===== src/include/mtp_pkg.sv =====
// Shared constants and types of the multichannel timer core
package mtp_pkg;

  // Bus geometry
  localparam int unsigned AW = 8;
  localparam int unsigned DW = 32;

  // Register byte offsets
  localparam logic [AW-1:0] OFS_CTRL    = 8'h00;
  localparam logic [AW-1:0] OFS_MODULO  = 8'h04;
  localparam logic [AW-1:0] OFS_INIT    = 8'h08;
  localparam logic [AW-1:0] OFS_COUNT   = 8'h0c;
  localparam logic [AW-1:0] OFS_SWOUT   = 8'h10;
  localparam logic [AW-1:0] OFS_PAIR    = 8'h14;
  localparam logic [AW-1:0] OFS_DEAD    = 8'h18;
  localparam logic [AW-1:0] OFS_STATUS  = 8'h1c;
  localparam logic [AW-1:0] OFS_CH_CTRL = 8'h20;
  localparam logic [AW-1:0] OFS_CH_VAL  = 8'h40;
  localparam logic [AW-1:0] CH_SPAN     = 8'h20;

  // Field positions
  localparam int unsigned CTRL_SRC_LSB  = 0;
  localparam int unsigned CTRL_MODE_LSB = 2;
  localparam int unsigned CTRL_QUAD_BIT = 5;
  localparam int unsigned SW_VAL_LSB    = 8;
  localparam int unsigned PAIR_DT_LSB   = 4;
  localparam int unsigned PAIR_CMP_LSB  = 8;
  localparam int unsigned PAIR_INV_LSB  = 12;
  localparam int unsigned ST_TOF_BIT    = 0;
  localparam int unsigned ST_UP_BIT     = 1;
  localparam int unsigned ST_TOP_BIT    = 2;
  localparam int unsigned ST_FLT_LSB    = 4;
  localparam int unsigned CHC_CAP_LSB   = 2;

  // Reset values
  localparam logic [15:0] MODULO_RST = 16'hffff;

  // Clock source select
  typedef enum logic [1:0] {
    SRC_NONE  = 2'h0,
    SRC_SYS   = 2'h1,
    SRC_FIXED = 2'h2,
    SRC_EXT   = 2'h3
  } mtp_src_e;

  // Pwm operating modes
  typedef enum logic [2:0] {
    PM_EDGE       = 3'h0,
    PM_CENTER     = 3'h1,
    PM_EDGE_COMB  = 3'h2,
    PM_CENT_COMB  = 3'h3,
    PM_ASYM_COMB  = 3'h4
  } mtp_mode_e;

  // Edge level select codes, high bit then low bit
  localparam logic [1:0] ELS_OFF  = 2'h0;
  localparam logic [1:0] ELS_LOW  = 2'h1;
  localparam logic [1:0] ELS_HIGH = 2'h2;

  // Capture modes of a channel
  localparam logic [1:0] CAP_NONE = 2'h0;
  localparam logic [1:0] CAP_RISE = 2'h1;
  localparam logic [1:0] CAP_FALL = 2'h2;
  localparam logic [1:0] CAP_BOTH = 2'h3;

  // Avalon-MM request bundle
  typedef struct packed {
    logic          read;
    logic          write;
    logic [AW-1:0] address;
    logic [DW-1:0] writedata;
    logic [3:0]    byteenable;
  } mtp_av_req_s;

endpackage


===== src/design/mtp_core.sv =====
// Summary of operation
// - Live count readable; a count above period reloads the initial value
// - Halted without clock source except in quadrature mode, runs once chosen
// - Capture latches count into channel value
// - Override enable replaces channel waveform
// - Override value drives one/zero; masks readable
// - Fault gating enabled per pair zero..three
// - Dead time inserted per enabled pair
// - Complementary pair: odd is inverted even
// - Inverting pair swaps the two outputs
// - Quadrature count wraps between low/high limits
// - Quadrature clear loads initial value
// - Direction and top/bottom overflow flags
// - Up to eight channels, count is parameter
// - Four fault input pins
// - Five pwm modes supported
// - Two-bit select: off, low-true, high-true
// - Edge low-true: low at overflow, high match
// - Center low-true: low down, high up
// - Center high-true: high down, low up
// - Combined low-true: high partner, low own
//
// Implementation choices: the placing of the registers and the Avalon-MM slave port.
`timescale 1ns/1ps
`default_nettype none
module mtp_core #(
  parameter int unsigned NCH    = 8,
  parameter int unsigned CW     = 16,
  parameter int unsigned FIXDIV = 4,
  parameter int unsigned NFLT   = 4
) (
  input  wire logic                        ref_clk,
  input  wire logic                        reset,
  input  wire mtp_pkg::mtp_av_req_s        av_req,
  output var  logic [mtp_pkg::DW-1:0]      av_readdata,
  output var  logic                        av_waitrequest,
  input  wire logic [NCH-1:0]              ch_in,
  input  wire logic [NFLT-1:0]             fault_in,
  input  wire logic                        phase_a,
  input  wire logic                        phase_b,
  input  wire logic                        ext_clk,
  output var  logic [NCH-1:0]              pwm_out
);
  import mtp_pkg::*;

  localparam int unsigned NP = NCH / 2;

  // Channel index of an address in a channel bank, or NCH when outside
  function automatic int unsigned ch_index(input logic [AW-1:0] a, input logic [AW-1:0] base);
    int unsigned r;
    r = NCH;
    if (a >= base && a < base + CH_SPAN && a[1:0] == 2'h0 && (32'(a - base) >> 2) < NCH) begin
      r = 32'(a - base) >> 2;
    end
    return r;
  endfunction

  // Pulse shape of one channel from count and compares
  function automatic logic shape(input logic [2:0] m, input logic [1:0] els,
                                 input logic [CW-1:0] c, input logic [CW-1:0] own,
                                 input logic [CW-1:0] pv);
    logic act;
    act = 1'b0;
    if (m == PM_EDGE || m == PM_CENTER) begin
      act = (c < own);
    end else begin
      act = (c >= own) && (c < pv);
    end
    if (els == ELS_HIGH) begin
      return act;
    end else if (els == ELS_LOW) begin
      return ~act;
    end
    return 1'b0;
  endfunction

  // Control registers
  logic [1:0]            src_q;
  logic [2:0]            mode_q;
  logic                  quad_q;
  logic [CW-1:0]         mod_q, init_q, cnt_q;
  logic [NCH-1:0]        swen_q, swval_q;
  logic [NP-1:0]         fen_q, dten_q, cmp_q, inv_q;
  logic [7:0]            dead_q;
  logic                  tof_q, up_q, top_q;
  logic [1:0]            els_q [NCH];
  logic [1:0]            capm_q [NCH];
  logic [CW-1:0]         val_q [NCH];

  // Bus handshake
  logic                  req, acc, wr_acc;
  int unsigned           wci, wvi, rci, rvi;
  logic [DW-1:0]         rd_d;

  assign req    = av_req.read | av_req.write;
  assign acc    = req & ~av_waitrequest;
  assign wr_acc = acc & av_req.write;
  assign wci    = ch_index(av_req.address, OFS_CH_CTRL);
  assign wvi    = ch_index(av_req.address, OFS_CH_VAL);
  assign rci    = wci;
  assign rvi    = wvi;

  // One wait cycle, then answer
  always_ff @(posedge ref_clk or posedge reset) begin
    if (reset) begin
      av_waitrequest <= 1'b1;
      av_readdata    <= '0;
    end else begin
      av_waitrequest <= ~(req & av_waitrequest);
      if (req & av_waitrequest) begin
        av_readdata <= rd_d;
      end
    end
  end

  // Synchronisers for pins
  logic [NCH-1:0]  ch_s1, ch_s2, ch_p;
  logic [NFLT-1:0] f_s1, f_s2;
  logic [2:0]      q_s1, q_s2, q_p;
  always_ff @(posedge ref_clk or posedge reset) begin
    if (reset) begin
      ch_s1 <= '0; ch_s2 <= '0; ch_p <= '0;
      f_s1 <= '0; f_s2 <= '0;
      q_s1 <= '0; q_s2 <= '0; q_p <= '0;
    end else begin
      ch_s1 <= ch_in;
      ch_s2 <= ch_s1;
      ch_p  <= ch_s2;
      f_s1  <= fault_in;
      f_s2  <= f_s1;
      q_s1  <= {ext_clk, phase_b, phase_a};
      q_s2  <= q_s1;
      q_p   <= q_s2;
    end
  end

  // Read mux, unmapped reads give zero
  always_comb begin
    rd_d = '0;
    case (av_req.address)
      OFS_CTRL:   rd_d = DW'({quad_q, mode_q, src_q});
      OFS_MODULO: rd_d = DW'(mod_q);
      OFS_INIT:   rd_d = DW'(init_q);
      OFS_COUNT:  rd_d = DW'(cnt_q);
      OFS_SWOUT:  rd_d = DW'({swval_q, swen_q});
      OFS_PAIR:   rd_d = DW'({inv_q, cmp_q, dten_q, fen_q});
      OFS_DEAD:   rd_d = DW'(dead_q);
      OFS_STATUS: rd_d = DW'({f_s2, 1'b0, top_q, up_q, tof_q});
      default: begin
        if (rci < NCH) rd_d = DW'({capm_q[rci], els_q[rci]});
        else if (rvi < NCH) rd_d = DW'(val_q[rvi]);
      end
    endcase
  end

  // Global control writes
  always_ff @(posedge ref_clk or posedge reset) begin
    if (reset) begin
      src_q <= SRC_NONE; mode_q <= PM_EDGE; quad_q <= 1'b0;
      mod_q <= MODULO_RST[CW-1:0]; init_q <= '0;
      swen_q <= '0; swval_q <= '0; dead_q <= '0;
      fen_q <= '0; dten_q <= '0; cmp_q <= '0; inv_q <= '0;
    end else if (wr_acc) begin
      case (av_req.address)
        OFS_CTRL: begin
          src_q  <= av_req.writedata[CTRL_SRC_LSB +: 2];
          mode_q <= av_req.writedata[CTRL_MODE_LSB +: 3];
          quad_q <= av_req.writedata[CTRL_QUAD_BIT];
        end
        OFS_MODULO: mod_q <= av_req.writedata[CW-1:0];
        OFS_INIT:   init_q <= av_req.writedata[CW-1:0];
        OFS_SWOUT: begin
          swen_q  <= av_req.writedata[NCH-1:0];
          swval_q <= av_req.writedata[SW_VAL_LSB +: NCH];
        end
        OFS_PAIR: begin
          fen_q  <= av_req.writedata[NP-1:0];
          dten_q <= av_req.writedata[PAIR_DT_LSB +: NP];
          cmp_q  <= av_req.writedata[PAIR_CMP_LSB +: NP];
          inv_q  <= av_req.writedata[PAIR_INV_LSB +: NP];
        end
        OFS_DEAD: dead_q <= av_req.writedata[7:0];
        default: ;
      endcase
    end
  end

  // Counter clock: system, divided fixed clock, or external edge
  logic [7:0] div_q;
  logic       fix_tick, tick;
  assign fix_tick = (div_q == 8'(FIXDIV - 1));
  always_ff @(posedge ref_clk or posedge reset) begin
    if (reset) div_q <= '0;
    else div_q <= fix_tick ? 8'h00 : div_q + 8'h01;
  end
  always_comb begin
    case (src_q)
      SRC_SYS:   tick = 1'b1;
      SRC_FIXED: tick = fix_tick;
      SRC_EXT:   tick = q_s2[2] & ~q_p[2];
      default:   tick = 1'b0;
    endcase
  end

  // Quadrature step and direction from phase a/b
  logic q_step, q_up, at_top, at_bot, ctr_mode, clr_cnt, tof_set;
  assign q_step  = (q_s2[0] ^ q_p[0]) | (q_s2[1] ^ q_p[1]);
  assign q_up    = q_s2[0] ^ q_p[1];
  assign at_top  = (cnt_q >= mod_q);
  assign at_bot  = (cnt_q <= init_q);
  assign ctr_mode = (mode_q == PM_CENTER) || (mode_q == PM_CENT_COMB);
  assign clr_cnt = wr_acc && (av_req.address == OFS_COUNT);
  assign tof_set = quad_q ? (q_step && (q_up ? at_top : at_bot))
                          : (tick && (ctr_mode ? (!up_q && at_bot) : at_top));

  // Main counter
  always_ff @(posedge ref_clk or posedge reset) begin
    if (reset) begin
      cnt_q <= '0;
      up_q  <= 1'b1;
      top_q <= 1'b0;
    end else if (clr_cnt) begin
      cnt_q <= init_q;
      up_q  <= 1'b1;
    end else if (cnt_q > mod_q) begin
      cnt_q <= init_q;
    end else if (quad_q) begin
      if (q_step) begin
        up_q <= q_up;
        if (q_up && at_top) begin
          cnt_q <= init_q;
          top_q <= 1'b1;
        end else if (!q_up && at_bot) begin
          cnt_q <= mod_q;
          top_q <= 1'b0;
        end else begin
          cnt_q <= q_up ? cnt_q + 1'b1 : cnt_q - 1'b1;
        end
      end
    end else if (tick) begin
      if (ctr_mode) begin
        if (up_q && at_top) begin
          up_q  <= 1'b0;
          cnt_q <= (mod_q > init_q) ? cnt_q - 1'b1 : cnt_q;
        end else if (!up_q && at_bot) begin
          up_q  <= 1'b1;
          cnt_q <= (mod_q > init_q) ? cnt_q + 1'b1 : cnt_q;
        end else begin
          cnt_q <= up_q ? cnt_q + 1'b1 : cnt_q - 1'b1;
        end
      end else begin
        up_q  <= 1'b1;
        cnt_q <= at_top ? init_q : cnt_q + 1'b1;
      end
    end
  end

  // Overflow flag, write one to clear, set wins
  always_ff @(posedge ref_clk or posedge reset) begin
    if (reset) tof_q <= 1'b0;
    else if (tof_set) tof_q <= 1'b1;
    else if (wr_acc && av_req.address == OFS_STATUS && av_req.writedata[ST_TOF_BIT]) tof_q <= 1'b0;
  end

  // Per channel control, value and capture
  logic [NCH-1:0] wave, cap_evt;
  genvar gi;
  generate
    for (gi = 0; gi < NCH; gi++) begin : g_ch
      assign cap_evt[gi] = (capm_q[gi] == CAP_BOTH && (ch_s2[gi] ^ ch_p[gi])) ||
                           (capm_q[gi] == CAP_RISE && ch_s2[gi] && !ch_p[gi]) ||
                           (capm_q[gi] == CAP_FALL && !ch_s2[gi] && ch_p[gi]);
      assign wave[gi] = (capm_q[gi] != CAP_NONE) ? 1'b0 :
                        shape(mode_q, els_q[gi], cnt_q, val_q[gi],
                              val_q[gi | 1]);
      always_ff @(posedge ref_clk or posedge reset) begin
        if (reset) begin
          els_q[gi]  <= ELS_OFF;
          capm_q[gi] <= CAP_NONE;
          val_q[gi]  <= '0;
        end else begin
          if (wr_acc && wci == gi) begin
            els_q[gi]  <= av_req.writedata[1:0];
            capm_q[gi] <= av_req.writedata[CHC_CAP_LSB +: 2];
          end
          if (cap_evt[gi]) val_q[gi] <= cnt_q;
          else if (wr_acc && wvi == gi) val_q[gi] <= av_req.writedata[CW-1:0];
        end
      end
      a_cap_latch: assert property (@(posedge ref_clk) disable iff (reset)
        cap_evt[gi] |=> val_q[gi] == $past(cnt_q))
        else $error("capture did not latch count");
    end
  endgenerate

  // Pair stage: combine, complement, dead time, swap, override, fault
  logic [NCH-1:0] pre_dt, post_dt, sw_lvl, fin;
  logic           fault_act;
  assign fault_act = |f_s2;
  generate
    for (gi = 0; gi < NP; gi++) begin : g_pair
      logic comb;
      assign comb = (mode_q == PM_EDGE_COMB) || (mode_q == PM_CENT_COMB) ||
                    (mode_q == PM_ASYM_COMB);
      assign pre_dt[2*gi]   = wave[2*gi];
      assign pre_dt[2*gi+1] = cmp_q[gi] ? ~wave[2*gi] :
                              (comb ? wave[2*gi] : wave[2*gi+1]);
      assign sw_lvl[2*gi]   = inv_q[gi] ? post_dt[2*gi+1] : post_dt[2*gi];
      assign sw_lvl[2*gi+1] = inv_q[gi] ? post_dt[2*gi] : post_dt[2*gi+1];
    end
    for (gi = 0; gi < NCH; gi++) begin : g_dt
      logic [7:0] dt_q;
      always_ff @(posedge ref_clk or posedge reset) begin
        if (reset) dt_q <= '0;
        else if (!pre_dt[gi]) dt_q <= '0;
        else if (dt_q < dead_q) dt_q <= dt_q + 8'h01;
      end
      // Rising edges held back by the dead interval
      assign post_dt[gi] = pre_dt[gi] && (!dten_q[gi/2] || dt_q >= dead_q);
      assign fin[gi] = (fen_q[gi/2] && fault_act) ? 1'b0 :
                       (swen_q[gi] ? swval_q[gi] : sw_lvl[gi]);
      always_ff @(posedge ref_clk or posedge reset) begin
        if (reset) pwm_out[gi] <= 1'b0;
        else pwm_out[gi] <= fin[gi];
      end
      a_sw_force: assert property (@(posedge ref_clk) disable iff (reset)
        (swen_q[gi] && !(fen_q[gi/2] && fault_act)) |=> pwm_out[gi] == $past(swval_q[gi]))
        else $error("override value not on output");
      a_fault_gate: assert property (@(posedge ref_clk) disable iff (reset)
        (fen_q[gi/2] && fault_act) |=> !pwm_out[gi])
        else $error("fault did not gate output");
      // Level held back right after a low level
      a_dead_gap: assert property (@(posedge ref_clk) disable iff (reset)
        (dten_q[gi/2] && dead_q != 8'h00 && !pre_dt[gi]) |=>
          (!post_dt[gi] || !dten_q[gi/2] || dead_q == 8'h00))
        else $error("dead interval not inserted");
    end
  endgenerate

  a_cnt_range: assert property (@(posedge ref_clk) disable iff (reset)
    (mod_q == $past(mod_q) && $past(cnt_q) <= $past(mod_q)) |-> cnt_q <= mod_q)
    else $error("count above period");
  a_halt_nosrc: assert property (@(posedge ref_clk) disable iff (reset)
    (src_q == SRC_NONE && !quad_q && !clr_cnt && cnt_q <= mod_q) |=> $stable(cnt_q))
    else $error("count moved without source");
  a_edge_reload: assert property (@(posedge ref_clk) disable iff (reset)
    (!quad_q && !ctr_mode && tick && !clr_cnt && cnt_q == mod_q) |=> cnt_q == $past(init_q))
    else $error("no reload at modulo");
  a_quad_wrap: assert property (@(posedge ref_clk) disable iff (reset)
    (quad_q && q_step && !q_up && !clr_cnt && cnt_q == init_q && cnt_q <= mod_q)
      |=> cnt_q == $past(mod_q) && !top_q)
    else $error("quadrature low wrap wrong");
  a_clear_init: assert property (@(posedge ref_clk) disable iff (reset)
    clr_cnt |=> cnt_q == $past(init_q))
    else $error("clear did not load initial");
  a_bus_answer: assert property (@(posedge ref_clk) disable iff (reset)
    (req && av_waitrequest) |=> !av_waitrequest ##1 av_waitrequest)
    else $error("bus answer not one cycle");

  // Quadrature top wrap, direction and overflow flag
  a_quad_top: assert property (@(posedge ref_clk) disable iff (reset)
    (quad_q && q_step && q_up && !clr_cnt && at_top && cnt_q <= mod_q)
      |=> cnt_q == $past(init_q) && top_q)
    else $error("quadrature high wrap wrong");
  a_quad_dir: assert property (@(posedge ref_clk) disable iff (reset)
    (quad_q && q_step && !clr_cnt && cnt_q <= mod_q) |=> up_q == $past(q_up))
    else $error("direction flag wrong");
  a_tof_set: assert property (@(posedge ref_clk) disable iff (reset)
    tof_set |=> tof_q)
    else $error("overflow flag not set");

endmodule
`default_nettype wire


===== config.mk =====
export PLATFORM = sky130hd
export DESIGN_NAME = mtp_core
export DESIGN_NICKNAME = d
export VERILOG_FILES = /design/src/include/mtp_pkg.sv /design/src/design/mtp_core.sv
export SDC_FILE = /design/constraint.sdc
export NUM_CORES = 1
export LEC_CHECK = 0
export ABC_CLOCK_PERIOD_IN_PS = 31100
export BUFFER_PORTS_ARGS = -buffer_cell sky130_fd_sc_hd__clkbuf_2
export CORE_ASPECT_RATIO = 0.6
export CORE_MARGIN = 5
export CORE_UTILIZATION = 45
export DETAILED_ROUTE_END_ITERATION = 7
export REMOVE_ABC_BUFFERS = 1
export SYNTH_ARGS = -nofsm -noshare
export SYNTH_HDL_FRONTEND = slang
export SYNTH_SLANG_ARGS = --single-unit
export TNS_END_PERCENT = 1

===== constraint.sdc =====
create_clock -name ref_clk -period 31.1 [get_ports ref_clk]
set_clock_uncertainty 0.1 [all_clocks]
set_input_delay 1.555 -clock ref_clk [delete_from_list [all_inputs] [get_ports ref_clk]]
set_output_delay 1.555 -clock ref_clk [all_outputs]
set_load 0.02 [all_outputs]

* Word level (Yosys, flattened, before mapping)
Cells that the tools add are included.
Word-level totals: bits in registers 411, bits in latches 0, RAM bits 0, ROM bits 0, input port bits 63, memories 0
Cells by class: $add $sub $neg 13, $mul 0, div/mod/pow operators 0, $lt $le $gt $ge 46, eq/ne operators 83, shift-type cells 0, multiplexer cells 166, bitwise operators 36, reductions and logical operators 176
Operator list (count):
- 16-bit two-way mux | 35
- 30-bit by 3-bit equality test with 1-bit output, second input constant | 8
- 16-bit greater-or-equal comparator | 9
- 8-bit two-way mux | 17
- 16-bit less-than comparator | 8
- 16-bit one-hot mux with 8 select lines | 1
- 30-bit by 2-bit equality test with 1-bit output, second input constant | 4
- 30-bit by 4-bit less-than comparator with 1-bit output, second input constant | 4
- 1-bit two-way mux | 103
- 1-bit logical AND | 91
- 8-bit by 1-bit adder with 8-bit output, second input constant | 9
- 33-bit by 4-bit greater-or-equal comparator with 1-bit output, second input constant | 2
- 30-bit NOT with 33-bit output | 2
- 8-bit greater-or-equal comparator | 8
- 32-bit logical NOT | 2
- 8-bit less-than comparator | 8
- 30-bit by 1-bit equality test with 1-bit output, second input constant | 2
- 30-bit two-way mux | 2
- 2-bit equality test, second input constant | 26
- 16-bit binary-select mux with 3-bit select | 1
- 2-bit nonzero test | 18
- 2-bit by 1-bit equality test with 1-bit output, second input constant | 17
- 8-bit by 5-bit equality test with 1-bit output, second input constant | 4
- 16-bit greater-than comparator | 2
- 39 further kinds | 137

* Depth between registers and ports, before layout
word-level depth 14, depth in mapped cells 15, gate-level depth less buffers 11

* Worst setup path after synthesis
No wires, ideal clock.
path kind input to register, from input av_req[42] (netlist name), to register av_readdata[0] (netlist name), arrival time 3.469 ns, required time 30.912 ns, setup slack 27.443 ns, cell stages on the path 11, path buffers 1, path through inv_1 > ha_1 > or4_1 > nor2_1 > buf_2 > o22ai_1 > nor3_1 > o21ai_0 > o21ai_0 > nand2_1 > a41oi_1
On the way: longest elaborated chain between the ends 12, elaborated cells on any way between the ends 37
RTL lines:
- start, declared | line mtp_core.sv:34 | input wire mtp_pkg::mtp_av_req_s av_req,
- parallel branches: the longest is 11 deep, another holds 30-bit by 4-bit less-than comparator with 1-bit output
- 16-bit one-hot mux with 8 select lines (*) | line mtp_core.sv:140 | case (av_req.address)
- end signal, assigned | line mtp_core.sv:111 | av_readdata <= rd_d;
- end, declared | line mtp_core.sv:35 | output var logic [mtp_pkg::DW-1:0] av_readdata,
Mark *: on every way between the ends. The select of a mux whose other input is x is not followed. A chain may end at the register's enable or synchronous reset.

* Worst setup path after layout
from input av_req[38] (netlist name), to register av_readdata[3] (netlist name)
Same word-level chain as after synthesis.

==> impl_metrics.env <==
export IMPL_worstSetupStartpointType="primary input"
export IMPL_multi_input_area_mm2=0.0152
export IMPL_grt_overflow_total=0
export IMPL_ff_latch_area_mm2=0.00991
export IMPL_ys_warn_count=0
export IMPL_seq_area_frac_synth=0.374
export IMPL_area_growth_pct=9.70
export IMPL_drc_errors=0
export IMPL_internal_power_w=0.00111
export IMPL_drv_slew=0
export IMPL_hold_path_class="register to register"
export IMPL_antenna_cells=0
export IMPL_firstDrtPassIters=6
export IMPL_post_route_period_util=0.154
export IMPL_core_area_mm2=0.0579
export IMPL_ys_ff_latch=395
export IMPL_maxCapViolCount=0
export IMPL_critical_path_class="primary input to register"
export IMPL_die_w_um=323
export IMPL_vias_per_cell=6.25
export IMPL_start_util=0.457
export IMPL_holdBufCountCts=0
export IMPL_final_common_cell="dfrtp_1"
export IMPL_drive_gt1_frac=0.117
export IMPL_fin_cells=3697
export IMPL_synth_edf_count=0
export IMPL_numPortBuffers=67
export IMPL_synth_area_leaders="dfrtp_1 (36%), ha_1 (13%), mux2i_1 (5.6%)"
export IMPL_io_pins=104
export IMPL_gr_usage_met1=0.427
export IMPL_dp_hpwl_um=63800
export IMPL_cts_sinks=395
export IMPL_post_route_min_period_ns=4.79
export IMPL_antenna_found_initial=1
export IMPL_power_switching_w=0.000717
export IMPL_fin_setup_tns_ns=0
export IMPL_slew_headroom=0.125
export IMPL_synth_top_area_share=0.357
export IMPL_post_cts_resized=0
export IMPL_drt_iter0_markers=3128
export IMPL_top_usage_layer="met1"
export IMPL_cts_tree="built"
export IMPL_ant_nets=0
export IMPL_die_area_mm2=0.0639
export IMPL_cts_max_path_buffers=3
export IMPL_pwr_share_clk=0.297
export IMPL_mostFrequentLayoutCells="dfrtp_1 (377), nand2_1 (280), ha_1 (265)"
export IMPL_worst_pin_slew_ns=1.31
export IMPL_p_leak_nw=12.8
export IMPL_nNetsFinal=3223
export IMPL_nFillCells=5354
export IMPL_h_tree_depth=2
export IMPL_syn_area_mm2=0.0265
export IMPL_ys_async_sr_fraction=1.00
export IMPL_avgRoutedWirePerCell_um=24.0
export IMPL_cts_buffers=41
export IMPL_grt_pass1_vias=22000
export IMPL_seqPwrFrac=0.319
export IMPL_hold_slack_ns=0.248
export IMPL_grt_pass1_wl_um=135000
export IMPL_cts_root_buffer_cell="clkbuf_16"
export IMPL_synth_cell_type_count=95
export IMPL_cts_setup_buffers=0
export IMPL_grt_use_met3=0.0533
export IMPL_crit_arrival_ns=5.20
export IMPL_status="finished, final reports clean"
export IMPL_wirelength_um=88700
export IMPL_max_freq_mhz=209
export IMPL_place_congestion=0.941
export IMPL_grt_max_degree=115
export IMPL_die_y_um=198
export IMPL_cts_clk_slew_worst_paths_ns=0.07
export IMPL_pwr_share_comb=0.384
export IMPL_rows=68
export IMPL_cp_max_fo=35
export IMPL_worstPathRequired_ns=31.52
export IMPL_synth_largest_area_cell="dfrtp_1"
export IMPL_setup_viol=0
export IMPL_switching_share=0.392
export IMPL_clk_latency_ns=0.59
export IMPL_rsz0062_at_grt="false"
export IMPL_vias=23100
export IMPL_grt_util_met2=0.384
export IMPL_ir_drop_uv=43.0
export IMPL_synth_main_ff_cell="dfrtp_1"
export IMPL_hold_viol_final=0
export IMPL_grt_total_usage=0.273
export IMPL_synth_cells=2882
export IMPL_synth_avg_cell_area_um2=9.18
export IMPL_cp_end_kind="register"
export IMPL_dp_cells=3622
export IMPL_power_density_mw_per_mm2=63.0
critical path, cell delays in order:
cell      delay (ns)
clkbuf_2        0.08
buf_4           0.28
nor2_2          0.58
nand4_1         0.21
a211oi_1        0.62
a311oi_1        0.20
a211oi_1        0.39
a21oi_1         0.11
o211ai_1        0.50
o21ai_0         0.42
o21ai_1         0.22
final timing paths:
check / slack, ns / from / depth (start not counted) / endpoint
setup / recovery: 26.31 / av_req[38] / 11 / av_readdata[3]
hold / removal: 0.25 / ch_s1[2] / 0 / ch_s2[2]
setup reg to reg: 26.92 / cnt_q[10] / 11 / cnt_q[11]
hold reg to reg: 0.25 / ch_s1[2] / 0 / ch_s2[2]
max in group asynchronous: 27.43 / reset / 4 / g_dt[2].dt_q[1]
min in group asynchronous: 1.02 / reset / 2 / av_readdata[7]
synth_stat cells (17+ instances only):
library cell / n
a21o_1: 35
a21oi_1: 155
a22oi_1: 20
and3_1: 25
clkbuf_1: 131
dfrtp_1: 377
dfstp_2: 18
ha_1: 265
inv_1: 205
mux2_2: 73
mux2i_1: 148
nand2_1: 280
nand2b_1: 21
nand3_1: 57
nand4_1: 76
nor2_1: 142
nor2b_1: 28
nor3_1: 64
o21a_1: 18
o21ai_0: 256
o21ai_1: 17
o22ai_1: 76
xnor2_1: 41
xor2_1: 52
power by group through the flow:
stage               registers [W]  logic (W)  clock network [W]
finish                   0.000583   0.000702           0.000542
global route             0.000587   0.000775           0.000573
CTS                      0.000583   0.000689           0.000551
detailed placement       0.000592   0.000685                  0
global placement         0.000590   0.000658                  0
floorplan                0.000641   0.000402                  0
state kept, by name, summed over array words and instances (netlist names), 4 cells and up:
register     cells
ch_s2            8
av_readdata     16
val_q          128
inv_q            4
fen_q            4
cmp_q            4
init_q          16
dten_q           4
dead_q           8
capm_q          16
f_s2             4
ch_p             8
div_q            8
pwm_out          8
els_q           16
swval_q          8
g_dt.dt_q       64
mod_q           16
swen_q           8
ch_s1            8
f_s1             4
cnt_q           16
kinds of logic after synthesis:
kind of cell	after synthesis	share of synthesized area
muxes	227	0.0922
and+or+nand+nor	784	0.145
adders and majority gates	265	0.125
buffers and inverters	372	0.0566
xor gates and xnor gates	94	0.0314
AOI/OAI and AO/OA	744	0.175
DFF	395	0.374
other	1	0.000142
metal layers:
| layer | part of all wire | wire length, um | up-vias |
|---|---|---|---|
| met1 | 0.47 | 41800 | 11400 |
| met3 | 0.098 | 8690 | 143 |
| met5 | 0 | 0 | - |
| met2 | 0.40 | 35800 | 1091 |
| li1 | - | - | 10400 |
| met4 | 0.027 | 2370 | 0 |
stage by stage:
stage,worst slack (ns),cell area [um^2],util,total power [W]
2_1_floorplan,18.49,25800,-,0.00104
6_report,26.31,29000,0.502,0.00183
3_3_place_gp,26.08,27600,0.477,0.00125
3_5_place_dp,26.00,27600,0.477,0.00128
4_1_cts,26.61,29000,0.502,0.00182
5_1_grt,26.24,29000,0.502,0.00193
layout make-up:
type / count / area share
inverters: 206 / 0.0269
well taps: 770 / 0.0332
clock buffers: 59 / 0.0401
multi-input cells: 2130 / 0.524
repair buffers: 121 / 0.0255
clock inverters: 16 / 0.00901
flip-flops and latches: 395 / 0.341
Note: power is estimated with default switching activity, not from simulation.
